File: config.mk
export PLATFORM = sky130hd
export DESIGN_NAME = mcrpt_top
export DESIGN_NICKNAME = d
export VERILOG_FILES = /design/src/hw/mcrpt_pkg.sv /design/src/hw/mcrpt_top.sv /design/src/hw/mcrpt_reset_sync.sv
export SDC_FILE = /design/constraint.sdc
export NUM_CORES = 1
export LEC_CHECK = 0
export BUFFER_PORTS_ARGS = -buffer_cell sky130_fd_sc_hd__buf_4
export CAP_MARGIN = 25
export CORE_ASPECT_RATIO = 1.25
export CORE_MARGIN = 2
export CORE_UTILIZATION = 58
export CTS_BUF_LIST = sky130_fd_sc_hd__clkbuf_16
export CTS_CLUSTER_SIZE = 10
export DETAILED_ROUTE_END_ITERATION = 6
export GPL_TIMING_DRIVEN = 0
export PLACE_DENSITY_LB_ADDON = 0.05
export SETUP_SLACK_MARGIN = 0.05
export SYNTH_ARGS = -nofsm -noshare
export SYNTH_HDL_FRONTEND = slang
export SYNTH_SLANG_ARGS = --single-unit
File: constraint.sdc
create_clock -name mclk_i -period 11.8 [get_ports mclk_i]
set_input_delay 2.36 -clock mclk_i [delete_from_list [all_inputs] [get_ports mclk_i]]
set_output_delay 2.36 -clock mclk_i [all_outputs]
set_load 0.05 [all_outputs]
File: src/hw/mcrpt_pkg.sv
// Constants and carrier types for the MAC clock/reset and one-step PTP trim block.
// Assumes one core clock; all time values carry 16 fractional nanosecond bits.
package mcrpt_pkg;

  localparam int unsigned NUM_LANES = 10;
  localparam int unsigned FOUR_LANES = 4;
  localparam int unsigned TIME_W = 64;
  localparam int unsigned TRIM_W = 11;
  // Trim [10:3] whole ns, [2:0] fractional ns
  localparam int unsigned TRIM_FRAC_BITS = 3;
  localparam int unsigned TIME_FRAC_BITS = 16;
  localparam int unsigned TRIM_SHIFT = TIME_FRAC_BITS - TRIM_FRAC_BITS;
  localparam logic [10:0] TRIM_RESET = 11'h2c1;
  localparam logic [10:0] TRIM_TRANSPARENT = 11'h322;
  localparam logic [6:0] LANE_W_TEN = 7'h20;
  localparam logic [6:0] LANE_W_FOUR = 7'h50;
  // Lane clock edges seen before a lane leaves reset
  localparam logic [3:0] CLK_STABLE_EDGES = 4'h8;
  localparam int unsigned RESP_LATENCY = 2;

  typedef enum logic [1:0]
  {
    LANE_MODE_TEN = 2'h0,
    LANE_MODE_FOUR = 2'h1,
    LANE_MODE_SWITCH = 2'h2
  } mcrpt_lane_mode_t;

  typedef enum logic [1:0]
  {
    TX_IDLE = 2'h1,
    TX_ADD = 2'h2
  } mcrpt_tx_state_t;

  typedef struct packed
  {
    logic one_step_timestamp_enable;
    logic transparent_clock_select;
    logic [TRIM_W-1:0] one_step_latency_trim;
  } mcrpt_tx_cfg_t;

  typedef struct packed
  {
    logic valid;
    logic is_ptp;
    logic [TIME_W-1:0] timestamp;
    logic [TIME_W-1:0] correction;
  } mcrpt_tx_req_t;

  typedef struct packed
  {
    logic valid;
    logic modified;
    logic [TIME_W-1:0] timestamp;
    logic [TIME_W-1:0] correction;
  } mcrpt_tx_resp_t;

endpackage

File: src/hw/mcrpt_top.sv
// Clock/reset scheme and one-step PTP transmit trim of a 100G MAC/PCS block.
// Assumes all user inputs except lane clocks and resets are on mclk_i.
//
// Overview of operation
// RULE_01 - One-step timestamp insertion only when enabled; disabled after reset.
// RULE_02 - Transparent-clock select makes timer a correction value, enables correction updates.
// RULE_03 - Transparent mode adds sampled transmit timestamp to packet correction field.
// RULE_04 - User subtracts receive timestamp from correction field before transmit.
// RULE_05 - User supplies timers and reads timestamps in transparent-clock format.
// RULE_06 - Trim offsets one-step timestamp; bits 10:3 ns, bits 2:0 fractional.
// RULE_07 - Trim word resets to 705, the one-step to capture-point delay.
// RULE_08 - User should program trim to 802 in transparent-clock mode.
// RULE_09 - Transceivers supply 322.266 MHz lane receive clocks in both modes.
// RULE_10 - Lane datapath is 32 bits in ten-lane, 80 bits in four-lane mode.
// RULE_11 - One transmit clock runs lane logic, MAC, packet bus, control port.
// RULE_12 - Receive clock is 322.266 MHz and identical to transmit clock.
// RULE_13 - Reconfiguration clock only needed during accesses, up to 250 MHz.
// RULE_14 - All resets held high during configuration until clocks are stable.
// RULE_15 - Receive and transmit reset independently, core and lane logic separately.
// RULE_16 - Resets assert asynchronously and release synchronously via synchronizers.
// RULE_17 - Reset-only controls change only while the matching path is reset.
// RULE_18 - System reset covers everything; datapath resets cover each direction.
// RULE_19 - Optional shared lane clock feeds every lane receive clock input.
// RULE_20 - Runtime-switchable mode uses the ten-lane clock structure.
// RULE_21 - Disabled one-step passes PTP fields untouched and ignores the trim.
`timescale 1ns/1ps
module mcrpt_top
(
  // Clock and reset
  input wire logic mclk_i,
  input wire logic rstn_i,
  // Path resets, active high, asynchronous
  input wire logic sys_reset_i,
  input wire logic tx_reset_i,
  input wire logic rx_reset_i,
  input wire logic tx_datapath_reset_i,
  input wire logic rx_datapath_reset_i,
  input wire logic [9:0] lane_receive_reset_i,
  // Lane clocks from the transceivers, asynchronous
  input wire logic [9:0] lane_receive_clock_i,
  // Reset-only configuration
  input wire logic one_step_timestamp_enable_i,
  input wire logic transparent_clock_select_i,
  input wire logic [10:0] one_step_latency_trim_i,
  input wire mcrpt_pkg::mcrpt_lane_mode_t lane_mode_i,
  input wire logic shared_lane_clock_i,
  // Transmit timestamp request and result
  input wire logic [63:0] system_timer_i,
  input wire mcrpt_pkg::mcrpt_tx_req_t tx_req_i,
  output logic tx_ready_o,
  output mcrpt_pkg::mcrpt_tx_resp_t tx_resp_o,
  // Status
  output logic tx_path_in_reset_o,
  output logic rx_path_in_reset_o,
  output logic one_step_active_o,
  output logic [9:0] lane_reset_o,
  output logic [6:0] lane_width_o
);

  typedef struct packed
  {
    mcrpt_pkg::mcrpt_tx_state_t state;
    mcrpt_pkg::mcrpt_tx_cfg_t cfg;
    mcrpt_pkg::mcrpt_tx_req_t req;
    mcrpt_pkg::mcrpt_tx_resp_t resp;
    logic [63:0] timer;
    logic ready;
    logic in_reset;
  } mcrpt_tx_st_t;

  typedef struct packed
  {
    logic [9:0] sync1;
    logic [9:0] sync2;
    logic [9:0] prev;
    logic [9:0][3:0] edge_cnt;
    logic [9:0] lane_rst;
    mcrpt_pkg::mcrpt_lane_mode_t mode;
    logic shared;
    logic [6:0] width;
    logic in_reset;
  } mcrpt_rx_st_t;

  function automatic logic lane_active(mcrpt_pkg::mcrpt_lane_mode_t mode, int unsigned n);
    lane_active = (mode != mcrpt_pkg::LANE_MODE_FOUR) || (n < mcrpt_pkg::FOUR_LANES);
  endfunction
  function automatic logic [63:0] trim_to_time(logic [10:0] trim);
    trim_to_time = {40'h0, trim, 13'h0};
  endfunction
  logic tx_rst_n;
  logic rx_rst_n;
  logic [9:0] lane_rst_n;
  mcrpt_tx_st_t tx_q;
  mcrpt_tx_st_t tx_d;
  mcrpt_rx_st_t rx_q;
  mcrpt_rx_st_t rx_d;
  mcrpt_pkg::mcrpt_tx_cfg_t tx_cfg_q;
  logic [2:0] rx_cfg_q;

  // Each path has its own synchronizer; system reset reaches all of them
  mcrpt_reset_sync u_tx_rst // RULE_15
  (
    .mclk_i(mclk_i),
    .rstn_i(rstn_i),
    .reset_req_i(sys_reset_i | tx_reset_i | tx_datapath_reset_i), // RULE_18
    .rst_n_o(tx_rst_n)
  );
  mcrpt_reset_sync u_rx_rst
  (
    .mclk_i(mclk_i),
    .rstn_i(rstn_i),
    .reset_req_i(sys_reset_i | rx_reset_i | rx_datapath_reset_i), // RULE_18
    .rst_n_o(rx_rst_n)
  );
  for (genvar g = 0; g < mcrpt_pkg::NUM_LANES; g++)
  begin : g_lane_rst
    mcrpt_reset_sync u_lane_rst // RULE_16
    (
      .mclk_i(mclk_i),
      .rstn_i(rstn_i),
      .reset_req_i(sys_reset_i | rx_datapath_reset_i | lane_receive_reset_i[g]),
      .rst_n_o(lane_rst_n[g])
    );
  end

  // Transmit side: everything on the one core clock
  always_comb // RULE_11
  begin
    tx_d = tx_q;
    tx_d.cfg = tx_cfg_q; // RULE_01
    tx_d.resp.valid = 1'b0;
    tx_d.in_reset = 1'b0;
    case (tx_q.state)
      mcrpt_pkg::TX_IDLE:
      begin
        if (tx_req_i.valid && tx_q.ready)
        begin
          tx_d.req = tx_req_i;
          tx_d.timer = system_timer_i;
          tx_d.state = mcrpt_pkg::TX_ADD;
        end
      end
      mcrpt_pkg::TX_ADD:
      begin
        tx_d.resp.valid = 1'b1;
        tx_d.resp.modified = 1'b0;
        tx_d.resp.timestamp = tx_q.req.timestamp;
        tx_d.resp.correction = tx_q.req.correction;
        if (tx_q.req.is_ptp && tx_q.cfg.one_step_timestamp_enable) // RULE_01 RULE_21
        begin
          tx_d.resp.modified = 1'b1;
          if (tx_q.cfg.transparent_clock_select) // RULE_02
          begin
            // Timer is the residence correction; trim aligns it to the wire
            tx_d.resp.correction = tx_q.req.correction + tx_q.timer
              + trim_to_time(tx_q.cfg.one_step_latency_trim); // RULE_03 RULE_06
          end
          else
          begin
            tx_d.resp.timestamp = tx_q.timer
              + trim_to_time(tx_q.cfg.one_step_latency_trim); // RULE_06
          end
        end
        tx_d.state = mcrpt_pkg::TX_IDLE;
      end
      default:
      begin
        tx_d.state = mcrpt_pkg::TX_IDLE;
      end
    endcase
    tx_d.ready = (tx_d.state == mcrpt_pkg::TX_IDLE);
  end

  always_ff @(posedge mclk_i or negedge tx_rst_n)
  begin
    if (!tx_rst_n)
    begin
      tx_q <= '0;
      tx_q.state <= mcrpt_pkg::TX_IDLE;
      tx_q.cfg.one_step_latency_trim <= mcrpt_pkg::TRIM_RESET; // RULE_07
      tx_q.in_reset <= 1'b1;
    end
    else
    begin
      tx_q <= tx_d;
    end
  end

  // Receive lanes: sample lane clocks, count edges, hold lanes until stable
  always_comb
  begin
    logic [9:0] rise;
    logic eff;
    rise = rx_q.sync2 & ~rx_q.prev;
    eff = 1'b0;
    rx_d = rx_q;
    rx_d.mode = mcrpt_pkg::mcrpt_lane_mode_t'(rx_cfg_q[2:1]);
    rx_d.shared = rx_cfg_q[0]; // RULE_19
    rx_d.in_reset = 1'b0;
    rx_d.sync1 = lane_receive_clock_i;
    rx_d.sync2 = rx_q.sync1;
    rx_d.prev = rx_q.sync2;
    for (int unsigned n = 0; n < mcrpt_pkg::NUM_LANES; n++)
    begin
      // Shared option: lane 0 clock stands in for every lane
      eff = rx_q.shared ? rise[0] : rise[n]; // RULE_19
      if (!lane_rst_n[n] || !lane_active(rx_q.mode, n))
      begin
        rx_d.edge_cnt[n] = 4'h0;
      end
      else if (eff && (rx_q.edge_cnt[n] != mcrpt_pkg::CLK_STABLE_EDGES))
      begin
        rx_d.edge_cnt[n] = 4'(rx_q.edge_cnt[n] + 4'h1);
      end
      rx_d.lane_rst[n] = (rx_d.edge_cnt[n] != mcrpt_pkg::CLK_STABLE_EDGES);
    end
    // Switchable mode clocks as ten-lane; only four-lane widens the lanes
    rx_d.width = (rx_d.mode == mcrpt_pkg::LANE_MODE_FOUR) ? mcrpt_pkg::LANE_W_FOUR
      : mcrpt_pkg::LANE_W_TEN; // RULE_10 RULE_20
  end

  always_ff @(posedge mclk_i or negedge rx_rst_n)
  begin
    if (!rx_rst_n)
    begin
      rx_q <= '0;
      rx_q.lane_rst <= '1;
      rx_q.width <= mcrpt_pkg::LANE_W_TEN;
      rx_q.in_reset <= 1'b1;
    end
    else
    begin
      rx_q <= rx_d;
    end
  end

  // Reset-only controls: loaded while the path reset is applied
  always_ff @(posedge mclk_i)
  begin
    if (!tx_rst_n)
    begin
      tx_cfg_q <= {one_step_timestamp_enable_i, transparent_clock_select_i,
        one_step_latency_trim_i}; // RULE_17
    end
    if (!rx_rst_n)
    begin
      rx_cfg_q <= {lane_mode_i, shared_lane_clock_i}; // RULE_17
    end
  end

  assign tx_ready_o = tx_q.ready;
  assign tx_resp_o = tx_q.resp;
  assign tx_path_in_reset_o = tx_q.in_reset;
  assign rx_path_in_reset_o = rx_q.in_reset;
  assign one_step_active_o = tx_q.cfg.one_step_timestamp_enable;
  assign lane_reset_o = rx_q.lane_rst;
  assign lane_width_o = rx_q.width;
  // Checks
  a_resp_latency: assert property (@(posedge mclk_i) disable iff (!tx_rst_n) // RULE_11
    (tx_q.ready && tx_req_i.valid) |-> ##2 tx_resp_o.valid)
    else $error("transmit result not two cycles after request");
  a_disabled_pass: assert property (@(posedge mclk_i) disable iff (!tx_rst_n) // RULE_21
    (tx_resp_o.valid && !tx_q.cfg.one_step_timestamp_enable) |->
    (tx_resp_o.timestamp == $past(tx_q.req.timestamp, 1)) && !tx_resp_o.modified)
    else $error("disabled one-step altered a packet");
  a_onestep_ts: assert property (@(posedge mclk_i) disable iff (!tx_rst_n) // RULE_06
    (tx_resp_o.valid && tx_resp_o.modified && !tx_q.cfg.transparent_clock_select) |->
    tx_resp_o.timestamp == $past(tx_q.timer, 1)
    + {40'h0, tx_q.cfg.one_step_latency_trim, 13'h0})
    else $error("one-step timestamp not timer plus trim");
  a_tc_correction: assert property (@(posedge mclk_i) disable iff (!tx_rst_n) // RULE_03
    (tx_resp_o.valid && tx_resp_o.modified && tx_q.cfg.transparent_clock_select) |->
    (tx_resp_o.correction == $past(tx_q.req.correction, 1) + $past(tx_q.timer, 1)
    + {40'h0, tx_q.cfg.one_step_latency_trim, 13'h0}))
    else $error("transparent clock correction not field plus timer plus trim");
  a_ptp_only: assert property (@(posedge mclk_i) disable iff (!tx_rst_n) // RULE_01
    tx_resp_o.modified && tx_resp_o.valid |->
    $past(tx_q.req.is_ptp, 1) && tx_q.cfg.one_step_timestamp_enable)
    else $error("non-PTP packet modified");
  a_cfg_stable: assert property (@(posedge mclk_i) disable iff (!tx_rst_n) // RULE_17
    tx_rst_n && $past(tx_rst_n, 1) |-> $stable(tx_cfg_q))
    else $error("transmit configuration changed outside reset");
  a_lane_width: assert property (@(posedge mclk_i) disable iff (!rx_rst_n) // RULE_10
    ##1 (lane_width_o == ((rx_q.mode == mcrpt_pkg::LANE_MODE_FOUR)
    ? mcrpt_pkg::LANE_W_FOUR : mcrpt_pkg::LANE_W_TEN)))
    else $error("lane width does not match lane mode");
  a_lane_reset: assert property (@(posedge mclk_i) disable iff (!rx_rst_n) // RULE_16
    !lane_rst_n[0] |=> lane_reset_o[0])
    else $error("lane 0 left reset while its reset is applied");
  a_unused_lane: assert property (@(posedge mclk_i) disable iff (!rx_rst_n) // RULE_10
    (rx_q.mode == mcrpt_pkg::LANE_MODE_FOUR) |=> lane_reset_o[9])
    else $error("unused lane released in four-lane mode");
  c_tc_update: cover property (@(posedge mclk_i) disable iff (!tx_rst_n)
    tx_resp_o.valid && tx_resp_o.modified && tx_q.cfg.transparent_clock_select);
  c_onestep_ts: cover property (@(posedge mclk_i) disable iff (!tx_rst_n)
    tx_resp_o.valid && tx_resp_o.modified && !tx_q.cfg.transparent_clock_select);
  c_lane_up: cover property (@(posedge mclk_i) disable iff (!rx_rst_n)
    $fell(lane_reset_o[0]));

endmodule

File: src/hw/mcrpt_reset_sync.sv
// Reset synchronizer: asynchronous assertion, two-stage synchronous release.
// Assumes reset_req_i and rstn_i may change at any time relative to mclk_i.
`timescale 1ns/1ps
module mcrpt_reset_sync
(
  // Clock and reset
  input wire logic mclk_i,
  input wire logic rstn_i,
  // Extra reset request, active high
  input wire logic reset_req_i,
  // Synchronized reset, active low
  output logic rst_n_o
);

  logic arst_n;
  logic stage_q;

  assign arst_n = rstn_i & ~reset_req_i;

  always_ff @(posedge mclk_i or negedge arst_n)
  begin
    if (!arst_n)
    begin
      stage_q <= 1'b0;
      rst_n_o <= 1'b0;
    end
    else
    begin
      stage_q <= 1'b1;
      rst_n_o <= stage_q;
    end
  end

endmodule

### Word level (Yosys, flattened, before mapping)

Index checks and enable logic that the tools add are counted.

* output and inout bits: 151
* bits in registers: 471

* bitwise operators: 41
* reduce and logical (&&, ||, !) cells: 26
* eq/ne operators: 25
* add/sub/neg operators: 13
* muxes and demuxes: 36

Operator list (count)
* 130-bit two-way mux: 1
* 129-bit two-way mux: 1
* 64-bit by 24-bit adder with 64-bit output: 2
* 64-bit two-way mux: 2
* 4-bit two-way mux: 20
* 4-bit != test (second input constant): 20
* 64-bit adder: 1
* 4-bit by 1-bit adder with 4-bit output (second input constant): 10
* 1-bit OR: 15
* 1-bit bitwise AND: 12
* 1-bit logical AND: 12
* 1-bit NOT: 12
* 10-bit bitwise AND: 1
* 10-bit NOT: 1
* 1-bit two-way mux: 9
* 1-bit logical NOT: 7
* 7-bit two-way mux: 1
* 2-bit by 1-bit equality test with 1-bit output (second input constant): 3
* 1-bit logical OR: 6
* 2-bit two-way mux: 2
* 2-bit equality test (second input constant): 1
* 2-bit by 1-bit != test with 1-bit output (second input constant): 1
* 2-bit AND reduction: 1

### Depth between registers and ports, before layout

* depth in word-level cells: 7
* mapped depth: 14
* mapped depth without buffers: 14

### By module

A second synthesis with hierarchy kept.

* cell total of the unflattened synthesis: 2839
* area total of the unflattened synthesis: 25424.4 µm²

Modules (own cells, without submodules)
* mcrpt_top: area each 24613.6 µm², cells an instance 2791, sequential area each 11163.2 µm², instances 1
* mcrpt_reset_sync: area each 67.6 µm², cells an instance 4, sequential area each 50.0 µm², instances 12

### Worst setup path after synthesis

OpenSTA, ideal clock, no wires.

* kind: register to register
* from: register u_tx_rst.rst_n_o
* to: register tx_cfg_q[0] (netlist bit) (enable)
* required time: 10.867 ns
* slack: 1.019 ns
* setup time: 0.933 ns
* path buffers: 0
* stages on the path, launching flop included: 2
* data arrival time: 9.848 ns
* cell sequence: dfrtp_1 > inv_1

RTL lines
* from (decl): RTL line mcrpt_reset_sync.sv:12 `output logic rst_n_o`
* from (signal assigned): RTL line mcrpt_reset_sync.sv:30 `rst_n_o <= stage_q;`
* to (signal assigned): RTL line mcrpt_top.sv:242 `tx_cfg_q <= {one_step_timestamp_enable_i, transparent_clock_select_i,`
* to (decl): RTL line mcrpt_top.sv:97 `mcrpt_pkg::mcrpt_tx_cfg_t tx_cfg_q;`

No word-level cell between the ends.

### Worst setup path after layout

* from: input port tx_req_i[129] (netlist bit)
* to: register tx_q[28] (netlist bit)

* cells in the longest elaborated chain, start to end: 2

RTL lines
* from (decl): RTL line mcrpt_top.sv:49 `input wire mcrpt_pkg::mcrpt_tx_req_t tx_req_i,`
* 1-bit logical AND: RTL line mcrpt_top.sv:136 `if (tx_req_i.valid && tx_q.ready)`
* 2-bit AND reduction (no source line)
* to (signal assigned): RTL line mcrpt_top.sv:185 `tx_q <= tx_d;`
* to (decl): RTL line mcrpt_top.sv:93 `mcrpt_tx_st_t tx_q;`

No other way between the ends.
A chain may end at the register's enable or synchronous reset.

==> run metrics <==
Die Span Y=236 um; via count=22,216; final period utilization=0.384; setup TNS=0 ps; post-route setup slack=7270 ps; post-synthesis sequential element count=466; Static Leakage=15.2 nW; data arrival at the endpoint of the critical path=5070 ps; max cap viols=0; routability congestion estimate from global placement=0.943; clock latency on the worst-skew pair=610 ps; final routed wire length divided by cell count=22.1 um; synth warn=0; EDFF count, synth=16; share of the core filled with cells in the final layout=0.711; Post-Layout Cell Count=3,864; total instance count after detailed placement=3,769; Max rail drop VDD=0.000230 V; count of endpoints failing hold in the final timing report=0; post-cts repair resize count=0; setup repair after global routing missed its margin=no; Mean Syn Cell Area=8.94 um^2; fraction of synthesis flops using an asynchronous set or reset pin=0.966; share of final-layout standard cells stronger than drive strength 1=0.197; top-level I/O count=388; residual antenna-violating net count after detailed routing=0; clock skew after layout=19.6 ps; Tot Pwr=9.14 mW; core region area=42,800 um^2; crit path capture type=flop; worst setup slack after placement=6760 ps; Worst Setup Path Type=in -> reg; area growth from synthesis to layout=21.7%; leading cell type in the layout, fill and taps excluded=sky130_fd_sc_hd__nand2_1; worst relative slew slack=0.211; number of rows created at floorplan=85; gate count of the mapped netlist=2,796; number of global-route vias before repair=23,632; DRC Markers=0; TritonCTS Buffers=53; critical path launch point type=input pin; launching element of the worst setup path=tx_req_i[129]; most used flip-flop cell after synthesis=sky130_fd_sc_hd__dfrtp_1; status=finished, final reports clean; largest net degree at the start of global routing=72; number of vias per cell=5.75; Detailed Route WL=85.3 mm; Critical Path Fanout Max=10; shortest clock period the worst path allows after layout=4530 ps; kind of path behind the tightest hold check=reg -> async; residual overflow from global routing=0; TritonCTS clock tree=done; Achievable Freq=221 MHz; clock-pin slew on the worst setup and hold paths=60 ps; Setup Fix Bufs, Post-CTS=0; PortBufs=383; Post-DP Area=28,800 um^2; total power divided by cell area=300 nW/um^2; depth of the most critical reg-to-reg path=13; critical path required time=12,340 ps; sequential-to-total area share from yosys stat=0.471; reg2reg start=tx_q[3]; Hold Worst Slack=198 ps; final instance area=30,400 um^2; clock tree buffer depth=3; starting utilization of the core area=0.585; total half-perimeter wirelength after legalization and detailed placement=64.6 mm; Sink Count=466; root buffer cell=sky130_fd_sc_hd__clkbuf_16; transition time at the pin with the least slew margin=1180 ps; Die Width=190 um; post-synthesis instance area=25,000 um^2; drt first-iter violations=1,705; leading cell types in the layout, fill and taps excluded=sky130_fd_sc_hd__nand2_1, sky130_fd_sc_hd__buf_4, sky130_fd_sc_hd__dfrtp_1; antenna violations before repair=0; Final Setup Violations=0; global-route wire length before repair=130 mm; number of diodes added for antenna fixing=0; number of hold buffers added after cts=0; number of search-and-repair iterations in the first detailed-routing pass=7; area occupied by registers=11,800 um^2; footprint of the multi-input gates=11,400 um^2; deepest level of the CTS H-tree=2; # nets final=3,654; area of the die=44,800 um^2; number of filler instances in the final layout=3,202; count of distinct cell types in the synthesized netlist=76; GRT Overall Usage=0.381; max-slew violation count=0
==> worst paths after layout <==
| kind | end | slack (ps) |
|---|---|---|
| setup / recovery | tx_q[28] | 7270 |
| hold / removal | rx_q[24] | 200 |
| setup reg to reg | tx_resp_o[59] | 7540 |
| hold reg to reg | rx_q[24] | 200 |
| max in group asynchronous | g_lane_rst[4].u_lane_rst.stage_q | 8940 |
| min in group mclk_i | tx_q[333] | 350 |
==> state kept, by name (all words and copies together) (netlist names) <==
signal and cells:
g_lane_rst.u_lane_rst.rst_n_o 10, g_lane_rst.u_lane_rst.stage_q 10, lane_reset_o 10, lane_width_o 2
one_step_active_o 1, rx_cfg_q 3, rx_d 20, rx_path_in_reset_o 1
rx_q 53, tx_cfg_q 13, tx_path_in_reset_o 1, tx_q 207
tx_ready_o 1, tx_resp_o 130, u_rx_rst.rst_n_o 1, u_rx_rst.stage_q 1
u_tx_rst.rst_n_o 1, u_tx_rst.stage_q 1
==> layer usage <==
metal / track usage / share of wire
met5: 0 / 0
met4: 0.232 / 0.066
met1: 0.436 / 0.36
met2: 0.667 / 0.50
met3: 0.0638 / 0.072
==> cells by family after synthesis <==
| group | count (synthesis) | share of synthesized area |
|---|---|---|
| AO/OA/AOI/OAI | 467 | 0.112 |
| buffers and inverters | 345 | 0.0742 |
| other | 2 | 0.000300 |
| adder cells (fa/ha/maj) | 158 | 0.0830 |
| XOR/XNOR | 113 | 0.0396 |
| flip-flops | 466 | 0.471 |
| AND/OR/NAND/NOR | 1225 | 0.212 |
| multiplexers | 20 | 0.00806 |
==> cell usage after synthesis (6+ instances only) <==
cell / number / area (um^2)
sky130_fd_sc_hd__nor4_1: 17 / 106
sky130_fd_sc_hd__buf_1: 13 / 48.8
sky130_fd_sc_hd__nor2b_1: 15 / 93.8
sky130_fd_sc_hd__o21ai_1: 8 / 40.0
sky130_fd_sc_hd__o21ai_0: 120 / 601
sky130_fd_sc_hd__nor2_1: 153 / 574
sky130_fd_sc_hd__o31a_1: 6 / 52.6
sky130_fd_sc_hd__a211o_1: 6 / 52.6
sky130_fd_sc_hd__a311oi_1: 6 / 52.6
sky130_fd_sc_hd__nand2b_1: 9 / 56.3
sky130_fd_sc_hd__a31oi_1: 36 / 225
sky130_fd_sc_hd__nor3b_1: 9 / 67.6
sky130_fd_sc_hd__o21bai_1: 11 / 82.6
sky130_fd_sc_hd__o31ai_1: 7 / 52.6
sky130_fd_sc_hd__nand4_1: 51 / 319
sky130_fd_sc_hd__buf_2: 7 / 35.0
sky130_fd_sc_hd__inv_1: 66 / 248
sky130_fd_sc_hd__nor3_1: 31 / 155
sky130_fd_sc_hd__a21oi_1: 173 / 866
sky130_fd_sc_hd__or3_1: 12 / 75.1
sky130_fd_sc_hd__edfxtp_1: 16 / 480
sky130_fd_sc_hd__a21o_1: 33 / 248
sky130_fd_sc_hd__or4_1: 9 / 67.6
sky130_fd_sc_hd__fa_1: 13 / 260
sky130_fd_sc_hd__xnor2_1: 72 / 631
sky130_fd_sc_hd__o21a_1: 11 / 82.6
sky130_fd_sc_hd__and3_1: 36 / 225
sky130_fd_sc_hd__xor2_1: 41 / 359
sky130_fd_sc_hd__nand3_1: 43 / 215
sky130_fd_sc_hd__dfrtp_1: 432 / 10800
sky130_fd_sc_hd__clkbuf_1: 112 / 420
sky130_fd_sc_hd__mux2i_1: 19 / 190
sky130_fd_sc_hd__dfstp_2: 18 / 473
sky130_fd_sc_hd__o22ai_1: 9 / 56.3
sky130_fd_sc_hd__ha_1: 145 / 1810
sky130_fd_sc_hd__or2_2: 7 / 43.8
sky130_fd_sc_hd__nand2_1: 797 / 2990
sky130_fd_sc_hd__and2_1: 15 / 93.8
sky130_fd_sc_hd__buf_4: 147 / 1100
==> power by group <==
part / leakage [nW] / switching (mW) / total, mW / internal (mW)
combinational: 8.60 / 3.11 / 4.94 / 1.83
sequential: 5.72 / 0.554 / 2.69 / 2.14
clock: 0.896 / 0.661 / 1.50 / 0.843
total: 15.2 / 4.32 / 9.14 / 4.81
==> final cells by class <==
cell class	instances	share of cell area
Clock inverter	41	0.00695
Multi-Input combinational cell	2001	0.376
Inverter	66	0.00815
Clock buffer	54	0.0444
Timing Repair Buffer	392	0.101
Tap cell	565	0.0232
Sequential cell	466	0.387
Buffer	279	0.0529
==> worst max-delay path: stages <==
cell and delay (ps):
sky130_fd_sc_hd__buf_4 80, sky130_fd_sc_hd__and4b_1 200, sky130_fd_sc_hd__clkbuf_1 760, sky130_fd_sc_hd__clkbuf_1 830, sky130_fd_sc_hd__clkbuf_1 530, sky130_fd_sc_hd__nand2_1 190
sky130_fd_sc_hd__nand2_1 100
No activity file was read; power rests on OpenSTA's default activity.
